$ cat config.mk
export PLATFORM = sky130hd
export DESIGN_NAME = svc_serial_slave
export DESIGN_NICKNAME = d
export VERILOG_FILES = /design/src/rtl/svc_pkg.sv /design/src/rtl/svc_att_store.sv /design/src/rtl/svc_serial_slave.sv
export SDC_FILE = /design/constraint.sdc
export NUM_CORES = 1
export LEC_CHECK = 0
export ABC_AREA = 1
export BUFFER_PORTS_ARGS = -buffer_cell sky130_fd_sc_hd__buf_2
export CAP_MARGIN = 20
export CORE_MARGIN = 1.5
export CORE_UTILIZATION = 51
export CTS_CLUSTER_SIZE = 40
export DETAILED_ROUTE_END_ITERATION = 7
export PLACE_DENSITY_LB_ADDON = 0.15
export SYNTH_ARGS = -nofsm -noshare
export SYNTH_HDL_FRONTEND = slang
export SYNTH_SLANG_ARGS = --single-unit
$ cat constraint.sdc
create_clock -name sys_clk_i -period 3.7 [get_ports sys_clk_i]
set_input_delay 0.185 -clock sys_clk_i [delete_from_list [all_inputs] [get_ports sys_clk_i]]
set_output_delay 0.185 -clock sys_clk_i [all_outputs]
set_load 0.01 [all_outputs]
$ cat src/rtl/svc_pkg.sv
// Package with the constants of the six-channel volume serial slave
package svc_pkg;
  localparam int SVC_NUM_CH = 6;
  localparam logic [6:0] SVC_ADDR_OPEN = 7'h44;
  localparam logic [6:0] SVC_ADDR_SUPPLY = 7'h45;
  localparam logic [3:0] SVC_SUB_LAST = 4'h7;
  localparam logic [3:0] SVC_BIT_LAST = 4'h7;
  localparam logic [3:0] SVC_BIT_ACK = 4'h8;
  localparam int SVC_SUB_AI_POS = 4;
  localparam logic [7:0] SVC_ATT_RESET = 8'hC0;
  localparam logic [6:0] SVC_DB_MUTE = 7'h7F;
  localparam logic [6:0] SVC_DB_64 = 7'h40;
  localparam logic [6:0] SVC_DB_72 = 7'h48;
  typedef enum logic [3:0] {
    SVC_IDLE = 4'b0001,
    SVC_ADDR = 4'b0010,
    SVC_SUB = 4'b0100,
    SVC_DATA = 4'b1000
  } svc_state_t;
endpackage

$ cat src/rtl/svc_att_store.sv
// Storage of the six attenuation bytes with registered read-out
`timescale 1ns/100ps
module svc_att_store
  import svc_pkg::*;
#(
  parameter int NUM_CH = SVC_NUM_CH
) (
  // Clock and reset
  input wire logic sys_clk_i,
  input wire logic rstn_i,
  // Write side
  input wire logic wr_en_i,
  input wire logic [3:0] wr_ch_i,
  input wire logic [7:0] wr_data_i,
  // Read side
  output logic [NUM_CH*8-1:0] att_o
);
  genvar g;
  generate
    for (g = 0; g < NUM_CH; g++) begin : g_ch
      always_ff @(posedge sys_clk_i or negedge rstn_i) begin
        if (!rstn_i) begin
          att_o[g*8 +: 8] <= SVC_ATT_RESET;
        end else if (wr_en_i && wr_ch_i == 4'(g)) begin
          att_o[g*8 +: 8] <= wr_data_i;
        end
      end
    end
  endgenerate
endmodule

$ cat src/rtl/svc_serial_slave.sv
// Two-wire serial slave that programs six channel attenuations
`timescale 1ns/100ps
module svc_serial_slave
  import svc_pkg::*;
#(
  parameter int NUM_CH = SVC_NUM_CH
) (
  // Clock and reset
  input wire logic sys_clk_i,
  input wire logic rstn_i,
  // Serial bus pins
  input wire logic scl_i,
  input wire logic sda_i,
  output logic sda_o,
  output logic sda_oe_n_o,
  // Address select strap, high when tied to supply
  input wire logic addr_sel_i,
  // Channel settings
  output logic [NUM_CH*8-1:0] att_code_o,
  output logic [NUM_CH*7-1:0] att_db_o,
  output logic [NUM_CH-1:0] mute_o
);
  svc_state_t state_r;
  logic scl_q_r;
  logic sda_q_r;
  logic [3:0] bit_cnt_r;
  logic [7:0] shift_r;
  logic [3:0] sub_r;
  logic auto_inc_r;
  logic ack_r;
  logic wr_en_r;
  logic [3:0] wr_ch_r;
  logic [7:0] wr_data_r;
  logic [NUM_CH*8-1:0] att_w;
  // Count held through the ninth clock so its rise is never taken as data
  localparam logic [3:0] BIT_ACK_DONE = SVC_BIT_ACK + 4'h1;

  wire scl_rise = scl_i && !scl_q_r;
  wire scl_fall = !scl_i && scl_q_r;
  wire start_det = scl_i && scl_q_r && sda_q_r && !sda_i;
  wire stop_det = scl_i && scl_q_r && !sda_q_r && sda_i;
  wire [7:0] byte_w = {shift_r[6:0], sda_i};
  // Last data rise of a byte: the whole byte is visible on byte_w here
  wire byte_end = scl_rise && bit_cnt_r == SVC_BIT_LAST;
  // Falls that open and close the acknowledge slot
  wire ack_open = scl_fall && bit_cnt_r == SVC_BIT_ACK;
  wire ack_close = scl_fall && bit_cnt_r == BIT_ACK_DONE;
  // Write-only part: a read request is treated like a foreign address
  wire addr_match = byte_w[7:1] == (addr_sel_i ? SVC_ADDR_SUPPLY : SVC_ADDR_OPEN)
    && !byte_w[0];

  // Attenuation code to decibels of cut, 7'h7F flags mute
  function automatic logic [6:0] svc_db(input logic [7:0] code);
    logic [6:0] db;
    db = 7'h00;
    unique case (code[7:6])
      2'b00: db = {1'b0, code[5:3], code[2:0]};
      2'b01: db = SVC_DB_64 + {4'h0, code[2:0]};
      2'b10: db = SVC_DB_72 + {4'h0, code[2:0]};
      2'b11: db = SVC_DB_MUTE;
    endcase
    return db;
  endfunction

  // Edge history; inputs are already synchronous
  // Held high in reset like the idle bus, so no false edge follows release
  always_ff @(posedge sys_clk_i or negedge rstn_i) begin
    if (!rstn_i) begin
      scl_q_r <= 1'b1;
      sda_q_r <= 1'b1;
    end else begin
      scl_q_r <= scl_i;
      sda_q_r <= sda_i;
    end
  end

  // Bit counter and shifter; data sampled on clock rise only
  always_ff @(posedge sys_clk_i or negedge rstn_i) begin
    if (!rstn_i) begin
      bit_cnt_r <= 4'h0;
      shift_r <= 8'h00;
    end else if (start_det || stop_det) begin
      bit_cnt_r <= 4'h0;
    end else if (ack_close) begin
      bit_cnt_r <= 4'h0;
    end else if (scl_rise && bit_cnt_r == SVC_BIT_ACK) begin
      bit_cnt_r <= BIT_ACK_DONE;
    end else if (scl_rise && bit_cnt_r < SVC_BIT_ACK) begin
      shift_r <= byte_w;
      bit_cnt_r <= bit_cnt_r + 4'h1;
    end
  end

  // Transfer sequencing
  always_ff @(posedge sys_clk_i or negedge rstn_i) begin
    if (!rstn_i) begin
      state_r <= SVC_IDLE;
      sub_r <= 4'h0;
      auto_inc_r <= 1'b0;
    end else if (start_det) begin
      state_r <= SVC_ADDR; // repeated start also restarts
    end else if (stop_det) begin
      state_r <= SVC_IDLE;
    end else if (byte_end) begin
      unique case (state_r)
        SVC_IDLE: state_r <= SVC_IDLE;
        SVC_ADDR: begin
          if (addr_match) begin
            state_r <= SVC_SUB;
          end else begin
            state_r <= SVC_IDLE;
          end
        end
        SVC_SUB: begin
          sub_r <= byte_w[3:0];
          auto_inc_r <= byte_w[SVC_SUB_AI_POS];
          state_r <= SVC_DATA;
        end
        SVC_DATA: begin
          // Unused slots 6..7 are still walked; codes 8..15 wrap to 0
          if (auto_inc_r) begin
            sub_r <= (sub_r >= SVC_SUB_LAST) ? 4'h0 : sub_r + 4'h1;
          end
        end
      endcase
    end
  end

  // Write strobe to the store; subaddresses past the last channel are dropped
  always_ff @(posedge sys_clk_i or negedge rstn_i) begin
    if (!rstn_i) begin
      wr_en_r <= 1'b0;
      wr_ch_r <= 4'h0;
      wr_data_r <= 8'h00;
    end else begin
      wr_en_r <= byte_end && state_r == SVC_DATA && !start_det && !stop_det
                 && sub_r < 4'(NUM_CH);
      wr_ch_r <= sub_r;
      wr_data_r <= byte_w;
    end
  end

  // Acknowledge: armed at the fall after bit 8, released at the fall after the ninth clock
  always_ff @(posedge sys_clk_i or negedge rstn_i) begin
    if (!rstn_i) begin
      ack_r <= 1'b0;
    end else if (start_det || stop_det) begin
      ack_r <= 1'b0;
    end else if (ack_open && state_r != SVC_IDLE) begin
      ack_r <= 1'b1;
    end else if (ack_close) begin
      ack_r <= 1'b0;
    end
  end

  // Pin drive: open drain, enable low while pulling down
  // From the first clock after reset only the enable moves; the drive value stays low so the line is never driven high
  always_ff @(posedge sys_clk_i or negedge rstn_i) begin
    if (!rstn_i) begin
      sda_o <= 1'b1;
      sda_oe_n_o <= 1'b1;
    end else begin
      sda_o <= 1'b0;
      sda_oe_n_o <= !ack_r;
    end
  end

  svc_att_store #(
    .NUM_CH(NUM_CH)
  ) u_store (
    .sys_clk_i(sys_clk_i),
    .rstn_i(rstn_i),
    .wr_en_i(wr_en_r),
    .wr_ch_i(wr_ch_r),
    .wr_data_i(wr_data_r),
    .att_o(att_w)
  );

  // Registered decoded views of each channel
  genvar g;
  generate
    for (g = 0; g < NUM_CH; g++) begin : g_out
      always_ff @(posedge sys_clk_i or negedge rstn_i) begin
        if (!rstn_i) begin
          att_code_o[g*8 +: 8] <= SVC_ATT_RESET;
        end else begin
          att_code_o[g*8 +: 8] <= att_w[g*8 +: 8];
        end
      end
      // Decoded beside the raw code so both views change on the same edge
      always_ff @(posedge sys_clk_i or negedge rstn_i) begin
        if (!rstn_i) begin
          att_db_o[g*7 +: 7] <= SVC_DB_MUTE;
        end else begin
          att_db_o[g*7 +: 7] <= svc_db(att_w[g*8 +: 8]);
        end
      end
      always_ff @(posedge sys_clk_i or negedge rstn_i) begin
        if (!rstn_i) begin
          mute_o[g] <= 1'b1;
        end else begin
          mute_o[g] <= &att_w[g*8+6 +: 2];
        end
      end
    end
  endgenerate
endmodule

# Word level (Yosys, flattened, before mapping)
# Cells that the tools add are included.
[classes] add_sub_neg=14 n_lt_le_gt_ge=3 eq_ne=33 muxes=22 bitwise_logic=5 reduce_logical=54
[ops] operator="7-bit one-hot mux with 4 select lines" count=6
[ops] operator="7-bit by 3-bit adder with 7-bit output (first input constant)" count=12
[ops] operator="4-bit 2-to-1 mux" count=9
[ops] operator="2-bit == test (second input constant)" count=12
[ops] operator="1-bit logical AND" count=24
[ops] operator="4-bit by 3-bit == test with 1-bit output (second input constant)" count=4
[ops] operator="2-bit AND reduction" count=7
[ops] operator="2-bit by 1-bit == test with 1-bit output (second input constant)" count=6
[ops] operator="4-bit by 2-bit == test with 1-bit output (second input constant)" count=3
[ops] operator="4-bit == test (second input constant)" count=3
[ops] operator="2-bit logical NOT" count=6
[ops] operator="4-bit one-hot mux with 3 select lines" count=1
[ops] operator="4-bit by 1-bit adder with 4-bit output (second input constant)" count=2
[ops] operator="4-bit by 1-bit == test with 1-bit output (second input constant)" count=2
[ops] operator="4-bit one-hot mux with 2 select lines" count=1
[ops] operator="4-bit AND reduction" count=2
[ops] operator="7-bit == test" count=1
[ops] operator="1-bit logical NOT" count=7
[ops] operator="3-bit nonzero test" count=2
[ops] operator="1-bit inverter" count=5
[ops] operator="5-bit AND reduction" count=1
[ops] operator="5-bit nonzero test" count=1
[ops] operator="4-bit by 3-bit >= comparator with 1-bit output (second input constant)" count=1
[ops] operator="4-bit logical NOT" count=1
[ops] operator="other kinds (9)" count=12
[totals] register_bits=182 inputBits=5 output_inout_bits=98 elab_cells=168

# Logic depth before layout (Yosys ltp)
[depth] word_depth=8 ltp_mapped=10 ltp_nobuf=10

# Cells and area by module
# A second synthesis with hierarchy kept.
[hier_totals] cells_unflattened=563 hier_area_um2=6498.7
[by_module_without_submodules] mod="svc_serial_slave" instances=1 cells_each=346 area_each_um2=4528.1 seq_area_each_um2=3434.5
[by_module_without_submodules] mod="svc_att_store" instances=1 cells_each=217 area_each_um2=1970.6 seq_area_each_um2=1216.2

# Worst setup path before layout
# No wires, ideal clock.
[synth_timing] path_kind="flip-flop to flip-flop" start="register bit_cnt_r[0]" end="register bit_cnt_r[2]" setup_ps=126 t_arrival_ps=1106 required_time_ps=3574 setup_slack_ps=2467 stages_incl_launch_ff=8 path_buffers=0 period_less_slack_ps=1233 cell_sequence="dfrtp_1 inv_1 ha_1 nand3_2 a21oi_2 inv_1 nand3_2 o21ai_0"
[synth_between] elab_chain_len=5 elab_cells_between_ends=12 classes_between="1 x add/sub; 1 x order compare; 2 x eq/ne; 4 x mux; 4 x reduce/logical"
[synth_rtl] item="start, declared" line_no="svc_serial_slave.sv:26" source="logic [3:0] bit_cnt_r;"
[synth_rtl] item="start signal, assigned" line_no="svc_serial_slave.sv:90" source="bit_cnt_r <= bit_cnt_r + 4'h1;"
[synth_rtl] item="4-bit by 1-bit adder with 4-bit output or 4-bit == test (tied branches)" line_no="svc_serial_slave.sv:90, svc_serial_slave.sv:86"
[synth_rtl] item="4-bit 2-to-1 mux or 1-bit logical AND (tied branches)" line_no="svc_serial_slave.sv:88, svc_serial_slave.sv:86"
[synth_rtl] item="4-bit 2-to-1 mux" line_no="svc_serial_slave.sv:86" source="end else if (scl_rise && bit_cnt_r == SVC_BIT_ACK) begin"
[synth_rtl] item="4-bit 2-to-1 mux" line_no="svc_serial_slave.sv:84" source="end else if (ack_close) begin"
[synth_rtl] item="4-bit 2-to-1 mux" line_no="svc_serial_slave.sv:82" source="end else if (start_det || stop_det) begin"
# Several ways; a longest one is shown, not always the timed one. The select of a mux whose other input is x is not followed.
# A chain may end at the register's enable or synchronous reset.

# Worst setup path in the final report
[layout_timing] start="register sub_r[0]" end="register sub_r[2]"
[layout_between] elab_chain_len=4 elab_cells_between_ends=5 classes_between="1 x add/sub; 1 x order compare; 3 x mux"
[layout_rtl] item="start, declared" line_no="svc_serial_slave.sv:28" source="logic [3:0] sub_r;"
[layout_rtl] item="start signal, assigned" line_no="svc_serial_slave.sv:115" source="sub_r <= byte_w[3:0];"
[layout_rtl] item="start signal, assigned" line_no="svc_serial_slave.sv:122" source="sub_r <= (sub_r >= SVC_SUB_LAST) ? 4'h0 : sub_r + 4'h1;"
[layout_rtl] item="4-bit by 1-bit adder with 4-bit output or 4-bit by 3-bit >= comparator with 1-bit output (tied branches)" line_no="svc_serial_slave.sv:122"
[layout_rtl] item="4-bit 2-to-1 mux *" line_no="svc_serial_slave.sv:122"
[layout_rtl] item="4-bit 2-to-1 mux *" line_no="svc_serial_slave.sv:121" source="if (auto_inc_r) begin"
[layout_rtl] item="4-bit one-hot mux with 2 select lines *" line_no="svc_serial_slave.sv:105" source="unique case (state_r)"
# Every way passes the cells marked *; elsewhere a longest branch is shown, timed or not. The select of a mux whose other input is x is not followed.

==> results.json <==
{
  "drive_above_1_share": 0.435,
  "first_pass_iters": 4,
  "reg2reg_slack_ns": 2.25,
  "cp-startpoint": "sub_r[0]",
  "fin_crit_sh": 0.392,
  "internal_power_uw": 3230,
  "dieArea_sq_um": 13300,
  "start_kind": "flip-flop",
  "crit-reg2reg-capture": "sub_r[2]",
  "remaining_drc_errors": 0,
  "cts_tree": "yes",
  "top_layer_used": "met4",
  "ios": 103,
  "clk_pin_slew_ns": 0.06,
  "min_path_type": "in -> reg",
  "die_h_um": 115,
  "min_delay_path_depth": 7,
  "critPathMaxFanout": 5,
  "syn2layout_area_growth_pct": 20.0,
  "via_count": 3880,
  "drv_slew": 0,
  "stdcell_area_sq_um": 7720,
  "grt-ovfl-total": 0,
  "synthArstFlopShare": 1.00,
  "grt_usage": 0.187,
  "die_w_um": 115,
  "reg2regPathDepth": 6,
  "holdWs_ns": 0.280,
  "gp_congestion": 0.840,
  "placed_cell_area_sq_um": 7120,
  "synth_fp_nets": 529,
  "worstMarginPinSlew_ns": 0.926,
  "irDropWorstVdd_uv": 310,
  "worstSetupPathType": "reg -> reg",
  "period_needed_ns": 1.45,
  "crit_path_end": "sub_r[2]",
  "critPathRequiredTime_ns": 4.06,
  "numCtsBuffers": 17,
  "start_util": 0.529,
  "clockBufferDepth": 2,
  "yosysSeqAreaShare": 0.723,
  "netSwitchingFraction": 0.248,
  "seqPwrFrac": 0.508,
  "comb_power_share": 0.088,
  "arrival_ns": 1.81,
  "drt_iter0_drc": 257,
  "htree_levels": 4,
  "syn-cell-area_sq_um": 6430,
  "maxCapViolCount": 0,
  "synth-edff-count": 0,
  "clkLatencyLatePin_ns": 0.42,
  "grt_max_degree": 108,
  "antenna_found_initial": 0,
  "clockPowerShare": 0.405,
  "avgRoutedWirePerCell_um": 13.9,
  "critPathCaptureType": "flip-flop",
  "yosys_most_used_dff": "dfrtp_1",
  "rsz0062_at_grt": "no",
  "yosysWarnings": 0,
  "grt_first_pass_wirelength_um": 18500,
  "p_leak_uw": 0.00390,
  "via_per_inst": 4.74,
  "clock_skew_ns": 0.00747,
  "setup_viol": 0,
  "grt_pass1_vias": 3719,
  "relSlewSlack": 0.382,
  "wl_met3_um": 467,
  "netlist_instances": 520,
  "drt-total-wl_um": 11400,
  "p_per_area_nw_per_um2": 556,
  "ys_seq_elements": 182,
  "clock_sinks": 182,
  "hold_viol_final": 0,
  "fin_util": 0.635,
  "syn-mean-instance-area_sq_um": 12.4,
  "wl_met2_um": 5620,
  "ant_nets": 0,
  "cts-resized-gates": 0,
  "dp_hpwl_um": 7560,
  "status": "completed",
  "power_switching_uw": 1060,
  "yosysUniqueCellTypes": 31,
  "r2r-start": "sub_r[0]",
  "rows": 40,
  "nNetsFinal": 647,
  "setup_tns_ns": 0,
  "diodes": 0,
  "max_freq_mhz": 690,
  "routedLengthMet1_um": 5050,
  "cts-root-buf": "clkbuf_16",
  "core_area_sq_um": 12200,
  "portBuffers": 102
}
power by group through the flow:
| stage | Clock [uW] | Sequential, uW | Combinational, uW |
|---|---|---|---|
| floorplan | 0 | 2190 | 217 |
| global placement | 0 | 2200 | 370 |
| detailed placement | 0 | 2210 | 380 |
| CTS | 1770 | 2180 | 385 |
| global route | 1850 | 2190 | 424 |
| finish | 1740 | 2180 | 377 |
layer usage:
layer	track usage	up-vias
met3	0.0453	20
met2	0.300	86
met1	0.240	1881
met4	0.0897	0
li1	-	1893
met5	0	-
cells in the mapped netlist, drive strengths merged (4+ instances only):
| cell type | count | area, sq um |
|---|---|---|
| dfstp | 77 | 2020 |
| buf | 6 | 61.3 |
| ha | 4 | 50.1 |
| nor2 | 23 | 124 |
| o21ai | 77 | 483 |
| o21bai | 6 | 45.0 |
| inv | 60 | 225 |
| nand2 | 108 | 425 |
| or2 | 24 | 150 |
| nand3 | 14 | 103 |
| dfrtp | 105 | 2630 |
| nand4 | 5 | 43.8 |
logic make-up (layout without fill, tap and decap cells):
group | after synthesis | count (layout) | share of synthesized area
AO/OA/AOI/OAI | 88 | 88 | 0.0875
XOR/XNOR | 2 | 2 | 0.00272
adder cells (fa/ha/maj) | 4 | 4 | 0.00778
buffers and inverters | 67 | 197 | 0.0451
flip-flops | 182 | 182 | 0.723
other | 1 | 1 | 0.000583
AND/OR/NAND/NOR | 176 | 176 | 0.134
registers in the layout (all words and copies together) (netlist names), 6 cells and up:
signal and count:
att_code_o 48, att_db_o 42, wr_data_r 8, shift_r 7, mute_o 6, u_store.att_o 48
layout make-up:
type / instances / area [sq um]
Fill cell: 955 / 4440
Inverter: 60 / 225
Timing Repair Buffer: 106 / 567
Clock inverter: 9 / 101
Multi-Input combinational cell: 271 / 1490
Clock buffer: 22 / 474
Sequential cell: 182 / 4650
Tap cell: 168 / 210
placed cells by master, fill, tap and decap left out, types with 2 or more instances in the layout:
cell type        n
dfrtp_1        105
or2_2           24
nor2_4           5
o21ai_0         29
nand4_2          2
o31ai_1          2
bufinv_16        2
clkbuf_16       17
clkbuf_8         3
inv_1           57
dfstp_2         77
o21bai_1         6
nand4_1          3
clkinv_2         5
inv_2            3
ha_1             4
nor2_1          18
nand2_2          8
nand2_1        100
nand3_1          9
o21ai_1         22
dlygate4sd3_1    3
buf_2          101
o21ai_2         26
clkbuf_1         2
nand3_2          4
worst max-delay path: stages, from the launching register on:
cell	delay [ns]
dfrtp_1	0.44
ha_1	0.25
nand2_1	0.12
nand2_1	0.09
o31ai_1	0.34
nand2_1	0.10
nand2_1	0.07
through the flow:
stage | instances | worst slack (ns) | power, uW
final | 818 | 2.25 | 4290
after global routing | 818 | 2.07 | 4470
after CTS | 818 | 2.26 | 4340
after detailed placement | 784 | 2.27 | 2590
after global placement | 784 | 2.35 | 2570
after floorplan | 520 | 2.47 | 2410
repair_timing:
action,CTS,global route
endpoints found under the setup margin,0,0
setup buffers,0,0
hold endpoints to repair,57,0
hold buffers,3,0
worst min path at each step:
stage,from,to,slack (ns)
floorplan,rstn_i,ack_r,-0.11
global placement,scl_i,scl_q_r,0.33
detailed placement,scl_i,scl_q_r,0.33
CTS,addr_sel_i,state_r[2],0.26
global route,addr_sel_i,state_r[2],0.36
finish,addr_sel_i,state_r[2],0.28
Note: power is estimated with default switching activity, not from simulation.
